File: src/hdl/qps_pkg.sv
// Shared constants for the quad potentiometer serial front end.
// Assumes both ends run from the same 10 MHz ref_clk.
package qps_pkg;
  localparam int QPS_POTS  = 4;
  localparam int QPS_SAVED = 4;
  localparam int QPS_WB    = 8;
  localparam int QPS_TAPS  = 256;
  // Opcode byte layout: op, device address, pot select
  localparam int QPS_OP_MSB  = 7;
  localparam int QPS_OP_LSB  = 4;
  localparam int QPS_ADR_MSB = 3;
  localparam int QPS_ADR_LSB = 2;
  localparam int QPS_POT_MSB = 1;
  localparam int QPS_POT_LSB = 0;
  localparam int QPS_IDX_MSB = 1;
  localparam int QPS_IDX_LSB = 0;
  localparam int QPS_BIT_LAST = 7;
  // Frame lengths in bits
  localparam logic [4:0] QPS_BITS_SHORT = 5'h10;
  localparam logic [4:0] QPS_BITS_LONG  = 5'h18;
  localparam logic [7:0] QPS_SAVED_INIT = 8'h80;
  typedef enum logic [3:0] {
    QPS_OP_RD_WIPER = 4'h1,
    QPS_OP_WR_WIPER = 4'h2,
    QPS_OP_RD_SAVED = 4'h3,
    QPS_OP_WR_SAVED = 4'h4,
    QPS_OP_SAVE     = 4'h5,
    QPS_OP_RECALL   = 4'h6
  } qps_op_type;
  // Timing
  localparam int QPS_CLK_NS      = 100;
  localparam int QPS_SCK_HALF_NS = 200;
  localparam int QPS_SCK_DIV     = QPS_SCK_HALF_NS / QPS_CLK_NS;
  localparam int QPS_NV_WRITE_NS = 10000;
  localparam int QPS_NV_CYCLES   = QPS_NV_WRITE_NS / QPS_CLK_NS;
endpackage

File: src/hdl/qps_link_if.sv
// Serial link between the bus master and the potentiometer device.
// Serial output line is pulled high when nobody drives it.
`timescale 1ns/100ps
interface qps_link_if;
  logic cs_n;
  logic sck;
  logic si;
  logic hold_n;
  logic wp_n;
  logic so;
  logic so_oe_n;
  logic so_line;
  // Resolved serial output wire
  assign so_line = so_oe_n ? 1'h1 : so;
  modport dev (input cs_n, sck, si, hold_n, wp_n, output so, so_oe_n);
  modport host (output cs_n, sck, si, hold_n, wp_n, input so_line);
endinterface

File: src/hdl/qps_pot_device.sv
// Device end: serial command decoder, wiper and saved-setting store.
// Assumes link pins are synchronous to ref_clk; reset acts as power-up.
`timescale 1ns/100ps
module qps_pot_device
  import qps_pkg::*;
#(
  parameter int         NV_CYCLES  = QPS_NV_CYCLES,
  parameter logic [7:0] SAVED_INIT = QPS_SAVED_INIT
)
(
  // Clock and reset
  input  wire logic                               ref_clk,
  input  wire logic                               sys_rst,
  // Serial link
  qps_link_if.dev                                 link,
  // Identity straps
  input  wire logic                               device_addr_low_pin,
  input  wire logic                               device_addr_high_pin,
  // Potentiometer state
  output logic [QPS_POTS-1:0][QPS_WB-1:0]         wiper_setting_reg,
  output logic [QPS_POTS-1:0][QPS_TAPS-1:0]       tap_select,
  output logic                                    write_busy
);
  typedef enum logic [2:0] {
    ST_IDLE  = 3'h0,
    ST_CMD   = 3'h1,
    ST_INDEX = 3'h2,
    ST_DATA  = 3'h3,
    ST_SKIP  = 3'h4
  } qps_dev_state_type;

  localparam int CW = $clog2(NV_CYCLES + 1);
  localparam logic [CW-1:0] NV_LAST = CW'(NV_CYCLES - 1);

  qps_dev_state_type state_q;
  logic [QPS_WB-1:0]  saved_q [QPS_POTS][QPS_SAVED];
  logic [QPS_WB-1:0]  wiper_q [QPS_POTS];
  logic [QPS_WB-1:0]  instr_q;
  logic [QPS_WB-1:0]  shift_q;
  logic [QPS_WB-1:0]  data_q;
  logic [QPS_WB-1:0]  out_sr_q;
  logic [QPS_WB-1:0]  byte_in;
  logic [2:0]         bit_q;
  logic [1:0]         idx_q;
  logic [1:0]         pot;
  logic [1:0]         my_addr;
  logic [CW-1:0]      nv_cnt_q;
  logic               sck_q;
  logic               cs_n_q;
  logic               wp_n_q;
  logic               busy_q;
  logic               recall_q;
  logic               reading_q;
  logic               pend_wiper_q;
  logic               pend_nv_q;
  logic               wp_cut_q;
  logic               so_q;
  logic               so_oe_n_q;
  logic               sck_rise;
  logic               sck_fall;
  logic               cs_rise;
  logic               cs_fall;
  logic               wp_fall;
  logic               active;
  logic               byte_done;
  logic               commit;
  logic               nv_start;
  qps_op_type         op;
  qps_op_type         new_op;

  ////////////////////////////////////////////////////////////////////////
  // Edge detection on the link pins
  always_ff @(posedge ref_clk or posedge sys_rst)
  begin
    if (sys_rst)
    begin
      sck_q  <= 1'h0;
      cs_n_q <= 1'h1;
      wp_n_q <= 1'h1;
    end
    else
    begin
      sck_q  <= link.sck;
      cs_n_q <= link.cs_n;
      wp_n_q <= link.wp_n;
    end
  end

  assign sck_rise = link.sck & ~sck_q;
  assign sck_fall = ~link.sck & sck_q;
  assign cs_rise  = link.cs_n & ~cs_n_q;
  assign cs_fall  = ~link.cs_n & cs_n_q;
  assign wp_fall  = ~link.wp_n & wp_n_q;
  assign my_addr  = {device_addr_high_pin, device_addr_low_pin};
  // Selected, not paused and not busy writing
  assign active   = ~link.cs_n & link.hold_n & ~busy_q;
  assign byte_in  = {shift_q[QPS_WB-2:0], link.si};
  assign byte_done = active & sck_rise & (bit_q == 3'(QPS_BIT_LAST));
  assign op       = qps_op_type'(instr_q[QPS_OP_MSB:QPS_OP_LSB]);
  assign new_op   = qps_op_type'(byte_in[QPS_OP_MSB:QPS_OP_LSB]);
  assign pot      = instr_q[QPS_POT_MSB:QPS_POT_LSB];
  assign commit   = cs_rise & ~busy_q;
  assign nv_start = commit & pend_nv_q & link.wp_n;

  ////////////////////////////////////////////////////////////////////////
  // Bit shifter and instruction register
  always_ff @(posedge ref_clk or posedge sys_rst)
  begin
    if (sys_rst)
    begin
      shift_q <= '0;
      bit_q   <= '0;
      instr_q <= '0;
      idx_q   <= '0;
      data_q  <= '0;
    end
    else if (cs_fall)
      bit_q <= '0;
    else if (active & sck_rise)
    begin
      shift_q <= byte_in;
      bit_q   <= bit_q + 3'h1;
      if (byte_done)
      begin
        case (state_q)
          ST_CMD:   instr_q <= byte_in;
          ST_INDEX: idx_q   <= byte_in[QPS_IDX_MSB:QPS_IDX_LSB];
          ST_DATA:  data_q  <= byte_in;
          default:  data_q  <= data_q;
        endcase
      end
    end
  end

  // Sequence position; a pause freezes it in place
  always_ff @(posedge ref_clk or posedge sys_rst)
  begin
    if (sys_rst)
      state_q <= ST_IDLE;
    else if (link.cs_n)
      state_q <= ST_IDLE;
    else if (cs_fall & ~busy_q)
      state_q <= ST_CMD;
    else if (byte_done)
    begin
      case (state_q)
        ST_CMD:
        begin
          if (byte_in[QPS_ADR_MSB:QPS_ADR_LSB] == my_addr &&
              new_op inside {QPS_OP_RD_WIPER, QPS_OP_WR_WIPER,
                             QPS_OP_RD_SAVED, QPS_OP_WR_SAVED,
                             QPS_OP_SAVE, QPS_OP_RECALL})
            state_q <= ST_INDEX;
          else
            state_q <= ST_SKIP;
        end
        ST_INDEX:
        begin
          if (op == QPS_OP_SAVE || op == QPS_OP_RECALL)
            state_q <= ST_SKIP;
          else
            state_q <= ST_DATA;
        end
        default: state_q <= ST_SKIP;
      endcase
    end
  end

  ////////////////////////////////////////////////////////////////////////
  // Pending writes, armed only by a complete sequence
  always_ff @(posedge ref_clk or posedge sys_rst)
  begin
    if (sys_rst)
    begin
      pend_wiper_q <= 1'h0;
      pend_nv_q    <= 1'h0;
      wp_cut_q     <= 1'h0;
    end
    else
    begin
      if (cs_fall | commit)
      begin
        pend_wiper_q <= 1'h0;
        pend_nv_q    <= 1'h0;
      end
      // A protect fall anywhere in the frame blocks the saved write
      if (cs_fall)
        wp_cut_q <= 1'h0;
      if (wp_fall & ~link.cs_n)
      begin
        pend_nv_q <= 1'h0;
        wp_cut_q  <= 1'h1;
      end
      if (byte_done && state_q == ST_INDEX)
      begin
        pend_wiper_q <= (op == QPS_OP_RECALL);
        pend_nv_q    <= (op == QPS_OP_SAVE) & link.wp_n & ~wp_cut_q;
      end
      if (byte_done && state_q == ST_DATA)
      begin
        pend_wiper_q <= (op == QPS_OP_WR_WIPER);
        pend_nv_q    <= (op == QPS_OP_WR_SAVED) & link.wp_n & ~wp_cut_q;
      end
    end
  end

  // Nonvolatile write cycle timer, immune to protect once running
  always_ff @(posedge ref_clk or posedge sys_rst)
  begin
    if (sys_rst)
    begin
      busy_q   <= 1'h0;
      nv_cnt_q <= '0;
    end
    else if (nv_start)
    begin
      busy_q   <= 1'h1;
      nv_cnt_q <= '0;
    end
    else if (busy_q)
    begin
      nv_cnt_q <= nv_cnt_q + CW'(1);
      if (nv_cnt_q == NV_LAST)
        busy_q <= 1'h0;
    end
  end

  ////////////////////////////////////////////////////////////////////////
  // Saved-setting store
  always_ff @(posedge ref_clk or posedge sys_rst)
  begin
    if (sys_rst)
    begin
      for (int p = 0; p < QPS_POTS; p++)
        for (int s = 0; s < QPS_SAVED; s++)
          saved_q[p][s] <= SAVED_INIT;
    end
    else if (nv_start)
      saved_q[pot][idx_q] <= (op == QPS_OP_WR_SAVED) ? data_q : wiper_q[pot];
  end

  // Wiper registers: recall after power-up, then serial updates
  always_ff @(posedge ref_clk or posedge sys_rst)
  begin
    if (sys_rst)
    begin
      recall_q <= 1'h1;
      for (int p = 0; p < QPS_POTS; p++)
        wiper_q[p] <= '0;
    end
    else if (recall_q)
    begin
      recall_q <= 1'h0;
      for (int p = 0; p < QPS_POTS; p++)
        wiper_q[p] <= saved_q[p][0];
    end
    else if (commit & pend_wiper_q)
      wiper_q[pot] <= (op == QPS_OP_WR_WIPER) ? data_q : saved_q[pot][idx_q];
  end

  ////////////////////////////////////////////////////////////////////////
  // Read data shifter and serial output
  always_ff @(posedge ref_clk or posedge sys_rst)
  begin
    if (sys_rst)
    begin
      reading_q <= 1'h0;
      out_sr_q  <= '0;
      so_q      <= 1'h0;
      so_oe_n_q <= 1'h1;
    end
    else
    begin
      so_oe_n_q <= ~(reading_q & active);
      if (link.cs_n)
        reading_q <= 1'h0;
      else if (byte_done && state_q == ST_INDEX)
      begin
        reading_q <= (op == QPS_OP_RD_WIPER) || (op == QPS_OP_RD_SAVED);
        out_sr_q  <= (op == QPS_OP_RD_WIPER) ? wiper_q[pot]
                   : saved_q[pot][byte_in[QPS_IDX_MSB:QPS_IDX_LSB]];
      end
      else if (reading_q & active & sck_fall)
      begin
        so_q     <= out_sr_q[QPS_WB-1];
        out_sr_q <= {out_sr_q[QPS_WB-2:0], 1'h0};
      end
    end
  end

  assign link.so    = so_q;
  assign link.so_oe_n = so_oe_n_q;
  assign write_busy = busy_q;

  ////////////////////////////////////////////////////////////////////////
  // Registered wiper outputs and one-hot tap selection
  genvar gp;
  generate
    for (gp = 0; gp < QPS_POTS; gp++)
    begin : g_pot
      always_ff @(posedge ref_clk or posedge sys_rst)
      begin
        if (sys_rst)
        begin
          wiper_setting_reg[gp] <= '0;
          tap_select[gp]        <= QPS_TAPS'(1);
        end
        else
        begin
          wiper_setting_reg[gp] <= wiper_q[gp];
          tap_select[gp] <= QPS_TAPS'(1) << wiper_q[gp];
        end
      end
    end
  endgenerate
endmodule

File: src/flat_wrapper.sv
// flat-port wrapper written by rule: the top's interface ports become plain ports
module qps_pot_device_flat import qps_pkg::*;
#(
  parameter int         NV_CYCLES  = QPS_NV_CYCLES,
  parameter logic [7:0] SAVED_INIT = QPS_SAVED_INIT
)
  (ref_clk, sys_rst, device_addr_low_pin, device_addr_high_pin, wiper_setting_reg, tap_select, write_busy, link_cs_n, link_sck, link_si, link_hold_n, link_wp_n, link_so, link_so_oe_n);
  qps_link_if link_i ();
  input  wire logic ref_clk;
  input  wire logic sys_rst;
  input  wire logic device_addr_low_pin;
  input  wire logic device_addr_high_pin;
  output logic [QPS_POTS-1:0][QPS_WB-1:0] wiper_setting_reg;
  output logic [QPS_POTS-1:0][QPS_TAPS-1:0] tap_select;
  output logic write_busy;
  input wire logic [$bits(link_i.cs_n)-1:0] link_cs_n;
  input wire logic [$bits(link_i.sck)-1:0] link_sck;
  input wire logic [$bits(link_i.si)-1:0] link_si;
  input wire logic [$bits(link_i.hold_n)-1:0] link_hold_n;
  input wire logic [$bits(link_i.wp_n)-1:0] link_wp_n;
  output wire logic [$bits(link_i.so)-1:0] link_so;
  output wire logic [$bits(link_i.so_oe_n)-1:0] link_so_oe_n;
  assign link_i.cs_n = link_cs_n;
  assign link_i.sck = link_sck;
  assign link_i.si = link_si;
  assign link_i.hold_n = link_hold_n;
  assign link_i.wp_n = link_wp_n;
  assign link_so = link_i.so;
  assign link_so_oe_n = link_i.so_oe_n;
  qps_pot_device #(.NV_CYCLES(NV_CYCLES), .SAVED_INIT(SAVED_INIT)) u_core (.ref_clk(ref_clk), .sys_rst(sys_rst), .link(link_i), .device_addr_low_pin(device_addr_low_pin), .device_addr_high_pin(device_addr_high_pin), .wiper_setting_reg(wiper_setting_reg), .tap_select(tap_select), .write_busy(write_busy));
endmodule
File: config.mk
export PLATFORM = sky130hd
export DESIGN_NAME = qps_pot_device_flat
export DESIGN_NICKNAME = d
export VERILOG_FILES = /design/src/hdl/qps_pkg.sv /design/src/hdl/qps_link_if.sv /design/src/hdl/qps_pot_device.sv /design/src/flat_wrapper.sv
export SDC_FILE = /design/constraint.sdc
export NUM_CORES = 2
export LEC_CHECK = 0
export BUFFER_PORTS_ARGS = -buffer_cell sky130_fd_sc_hd__buf_4
export CAP_MARGIN = 20
export CORE_AREA = 2 2 420 422
export CTS_BUF_LIST = sky130_fd_sc_hd__clkbuf_4 sky130_fd_sc_hd__clkbuf_8
export DETAILED_ROUTE_END_ITERATION = 8
export DIE_AREA = 0 0 422 424
export PLACE_DENSITY = 0.5
export SLEW_MARGIN = 30
export SYNTH_ARGS = -nofsm -noshare
export SYNTH_HDL_FRONTEND = slang
export SYNTH_SLANG_ARGS = --single-unit
File: constraint.sdc
create_clock -name ref_clk -period 77.9 [get_ports ref_clk]
set_input_delay 15.58 -clock ref_clk [delete_from_list [all_inputs] [get_ports ref_clk]]
set_output_delay 15.58 -clock ref_clk [all_outputs]
set_load 0.02 [all_outputs]
---- Word-level counts from Yosys, hierarchy flattened ----
Cells that the tools add are included.
W data, S select, Z words.
storage, ports and cells
  register bits after elaboration ......... 1273
  input port bits ......................... 9
  output and inout bits ................... 1059
  word-level logic and storage cells ...... 184
cells by class
  $add $sub $neg .......................... 2
  order comparisons ....................... 5
  equality and inequality tests ........... 18
  shift operators ......................... 4
  mux-type cells .......................... 50
  bitwise operators ....................... 35
  reduce and logical (&&, ||, !) cells .... 23
operator list
  kind                     number
  $shl A1 B8 Y256 const A  4
  $mux W32                 5
  $bwmux W128              1
  $mux W8                  13
  $bmux W32 S2             1
  $demux W32 S2            1
  $bmux W8 S2              3
  $bwmux W32               1
  $demux W8 S2             2
  $eq A4 B3 Y1 const B     6
  $and A1 B1 Y1            21
  $mux W3                  7
  $eq A4 B2 Y1 const B     4
  $mux W7                  2
  $mux W1                  13
  $reduce_and A4 Y1        3
  $reduce_bool A2 Y1       6
  $not A1 Y1               10
  $ge A3 B3 Y1 const B     3
  $not A2 Y3               3
  $eq A4 B1 Y1 const B     2
  $add A7 B1 Y7 const B    1
  $eq A7 B7 Y1 const B     1
  $eq A3 B2 Y1 const B     2
  other kinds (14)         22

---- Logic depth before layout (Yosys ltp) ----
  depth in word-level cells ............... 11
  depth in mapped cells ................... 9
  depth with buffers taken out ............ 6

---- Least setup slack after synthesis ----
No wires, ideal clock.
  path kind ............................... input port to flip-flop
  start ................................... input link_cs_n
  end ..................................... register u_core.instr_q[0]
  setup time .............................. 0.125 ns
  arrival ................................. 17.048 ns
  required time ........................... 77.775 ns
  path slack .............................. 60.727 ns
  stages on the path ...................... 6
  path buffers ............................ 1
  cell sequence ........................... buf_6 > nor3b_4 > nand4b_4 > nand2b_1 > nor2_1 > mux2_2
on the way
  cells in the longest elaborated chain, start to end .. 6
  elaborated cells between the ends (all ways) .. 8
  those cells by class .................... 7 x bitwise; 1 x reduce/logical
RTL lines
  element                               line                                         RTL
  from (decl)                           flat_wrapper.sv:16                           input wire logic [$bits(link_i.cs_n)-1:0] link_cs_n;
  $not A1 Y1 *                          qps_pot_device.sv:92, qps_pot_device.sv:96
  $and A1 B1 Y1 (2 in series)           qps_pot_device.sv:96                         assign active = ~link.cs_n & link.hold_n & ~busy_q;
  $and A1 B1 Y1                         qps_pot_device.sv:98, qps_pot_device.sv:119
  $and A1 B1 Y1                         qps_pot_device.sv:98                         assign byte_done = active & sck_rise & (bit_q == 3'(QPS_BIT_LAST));
  $reduce_and A4 Y1 (no source line) *  --
  to (signal assigned)                  qps_pot_device.sv:126                        ST_CMD: instr_q <= byte_in;
  to (decl)                             qps_pot_device.sv:38                         logic [QPS_WB-1:0] instr_q;
Every way passes the cells marked *; elsewhere a longest branch is shown, timed or not.
A chain may end at the register's enable or synchronous reset.

==> flow_summary.yaml <==
global_routing:
  grt_pass1_vias: 30300
  overflow: 0
  track_usage_pct: 18.6
  grt_max_degree: 168
  grt_antenna_before_repair: 26
  grt_pass1_wl_um: 237000
worst_setup_path:
  endpoint_kind: "asynchronous set/reset pin"
  r2r-end: "u_core.wiper_q[18]"
  worstRegToRegCells: 6
  ff2ff_setup_slack_ns: 74.58
  cp_max_fo: 123
  worstPathArrival_ns: 20.01
  critPathKind: "in2async"
  cp.required_ns: 78.89
  timing.rr.start: "u_core.instr_q[1]"
  cp-start-kind: "input port"
final_layout:
  syn_to_final_growth_pct: 35.8
  largest-register: "u_core.tap_select"
  fill_cells: 17700
  nets: 4592
  largest_register_ffs: 1024
  multi_input_area_um2: 9940
  fin_cells: 7101
  drive_gt1_share_pct: 34.7
  regArea_um2: 31800
  top_regs: "u_core.tap_select: 1024 flops, u_core.saved_q: 128 flops"
  utilization_pct: 33.1
synthesis:
  ys_seq_area_share_pct: 74.6
  ys_types: 63
  synthCells: 3474
  yosys-top-cells-area: "dfrtp_1 (73%), nor2_1 (10%), mux4_2 (2.2%)"
  syn_area_um2: 42700
  synth_edf_count: 0
  netlist.area_leader.share_pct: 73.1
  async_flop_share_pct: 100
  synth_flop_cell: "dfrtp_1"
  ys_ff_latch: 1271
  yosysTopAreaCell: "dfrtp_1"
  yosys_warnings: 0
  syn-num-nets: 3486
  avgSynthCellArea_um2: 12.3
timing:
  setup_viol: 0
  fin_crit_sh_pct: 24.4
  setup_tns_ns: 0
  finalHoldViolCount: 0
  skew_ns: 0.0668
  worst_pin_slew_ns: 1.07
  maxSlewViolCount: 0
  setup_slack_ns: 58.88
  fmax_mhz: 52.6
  rsz0062_at_grt: "no"
  relSlewSlack_pct: 27.8
  period_needed_ns: 19.02
pwr:
  p_sw_uw: 312
  p_leak_uw: 0.0289
  power.share.switching_pct: 23.2
  p_total_uw: 1340
  seqPwrFrac_pct: 49.7
  p_int_uw: 1030
  p_per_area_nw_per_um2: 23.2
  peakVddDrop_uv: 18.5
  pwr-share-comb_pct: 2.3
  clkPwrFrac_pct: 48.0
placed_design:
  io_buffers: 1067
  hpwl_um: 124000
  dp_slack_ns: 57.90
  dp.cells: 6703
  gp_congestion: 0.852
clock_tree:
  numClockSinks: 1271
  cts_resized: 0
  numCtsBuffers: 213
  htreeDepth: 4
  clk_pin_slew_worst_paths_ns: 0.06
  postCtsSetupRepairBufs: 0
  clk_path_buf_depth: 3
  clock_latency_ns: 0.98
  cts_tree: "built"
  ctsHoldBuffers: 0
  cts_root_buffer: "clkbuf_8"
die:
  dieArea_um2: 179000
  coreArea_um2: 175000
  die_h_um: 424
  start_util_pct: 24.4
  rows: 154
  die_width_um: 422
  io_pins: 1068
worst_hold_path:
  hold-path-cell-count: 1
  min_path_type: "reg2reg"
  holdCritStartpoint: "u_core.reading_q"
  holdPathEnd: "u_core.link.so_oe_n"
route:
  drc: 0
  viasPerCell: 4.36
  wire_per_inst_um: 24.1
  final_antenna_net_count: 0
  postRouteWirelength_um: 171000
  drt_iter0_drc: 2491
  routed-via-count: 30900
  dr.pass1.iters: 6
outcome:
  status: "complete, no violations"
flow_run:
  maxCapViolations: 0
## worst max-delay path by stage
stage          startpoint                     end  slack [ns]
5_1_grt           sys_rst  u_core.tap_select[499]       58.32
3_5_place_dp      sys_rst  u_core.tap_select[850]       57.90
2_1_floorplan     sys_rst         u_core.bit_q[0]       26.54
4_1_cts           sys_rst  u_core.tap_select[850]       59.00
3_3_place_gp      sys_rst  u_core.tap_select[850]       57.69
6_report          sys_rst  u_core.tap_select[499]       58.88
## power by group through the flow
| stage | Combinational [uW] | Sequential [uW] | Clock [uW] |
|---|---|---|---|
| 6_report | 30.6 | 667 | 645 |
| 5_1_grt | 34.4 | 667 | 691 |
| 4_1_cts | 31.0 | 667 | 661 |
| 3_5_place_dp | 30.9 | 679 | 0 |
| 3_3_place_gp | 30.4 | 679 | 0 |
| 2_1_floorplan | 19.1 | 678 | 0 |
## per-stage QoR
| stage | area (um^2) | hold WS, ns |
|---|---|---|
| 2_1_floorplan | 42700 | 0.352 |
| 3_3_place_gp | 53000 | 0.435 |
| 3_5_place_dp | 53100 | 0.428 |
| 4_1_cts | 57800 | 0.436 |
| 5_1_grt | 57900 | 0.467 |
| 6_report | 57900 | 0.428 |
## cells in the mapped netlist, drive strengths merged (3+ instances only)
| cell type | instances |
|---|---|
| nor2 | 1172 |
| nand3 | 49 |
| nor3b | 6 |
| or3 | 5 |
| a21oi | 142 |
| nand4 | 11 |
| xor2 | 5 |
| or4 | 6 |
| and2 | 11 |
| nand4b | 3 |
| nor4b | 3 |
| or4b | 3 |
| clkbuf | 176 |
| a22o | 3 |
| o22ai | 22 |
| buf | 50 |
| o21ai | 31 |
| nor2b | 52 |
| inv | 5 |
| nand2 | 209 |
| nand2b | 11 |
| o221ai | 18 |
| nor4 | 3 |
| mux4 | 42 |
| ha | 3 |
| nand3b | 7 |
| xnor2 | 5 |
| and3 | 20 |
| dfstp | 24 |
| dfrtp | 1247 |
| mux2 | 36 |
| mux2i | 35 |
| nor3 | 22 |
| a22oi | 15 |
## routing by layer
layer | vias up | share of wire, % | track usage, %
met5 | - | 0.036 | 0
met4 | 12 | 3.7 | 7.08
met3 | 328 | 7.1 | 4.89
met2 | 1257 | 49 | 30.3
met1 | 16000 | 40 | 23.5
li1 | 13400 | - | -
## worst max-delay path: stages
cell and delay, ns:
buf_4 0.14, inv_8 0.46, buf_12 0.34, buf_16 0.43, buf_4 0.69, buf_4 0.59, buf_6 0.64, buf_4 0.71
## layout make-up
type                       count  share of cell area [%]
sequential                  1271                    55.0
multi-input combinational   1971                    17.1
timing repair buffer        1117                    14.6
clock buffer                 341                    7.34
tap                         2340                    5.05
clock inverter                47                   0.784
inverter                       6                  0.0518
antenna                        8                  0.0345
## cell families (layout without fill, tap and decap cells)
logic type                 Yosys count  count (layout)  share of synthesized area [%]
AOI/OAI and AO/OA                  247             247                           3.37
xor gates and xnor gates            10              10                          0.205
adders and majority gates            3               3                         0.0880
buffers and inverters              232            1511                           2.39
DFF                               1271            1271                           74.6
muxes                              113             113                           3.99
other                                1               9                        0.00879
and+or+nand+nor                   1597            1597                           15.3
## placed cells by master (no fill, tap or decap), drive strengths merged, types with 6 or more instances in the layout
| cell | instances |
|---|---|
| nor3 | 22 |
| o21ai | 31 |
| diode | 8 |
| nand2 | 209 |
| o22ai | 22 |
| or4 | 6 |
| mux2i | 35 |
| a21oi | 142 |
| o221ai | 18 |
| dfrtp | 1247 |
| inv | 13 |
| a22oi | 15 |
| and3 | 20 |
| mux2 | 36 |
| nor2 | 1172 |
| clkbuf | 341 |
| nand2b | 11 |
| clkinv | 33 |
| dfstp | 24 |
| nand3 | 49 |
| buf | 1117 |
| nor2b | 52 |
| and2 | 11 |
| nor3b | 6 |
| mux4 | 42 |
| nand4 | 11 |
| nand3b | 7 |
(Power assumes the default switching activity.)
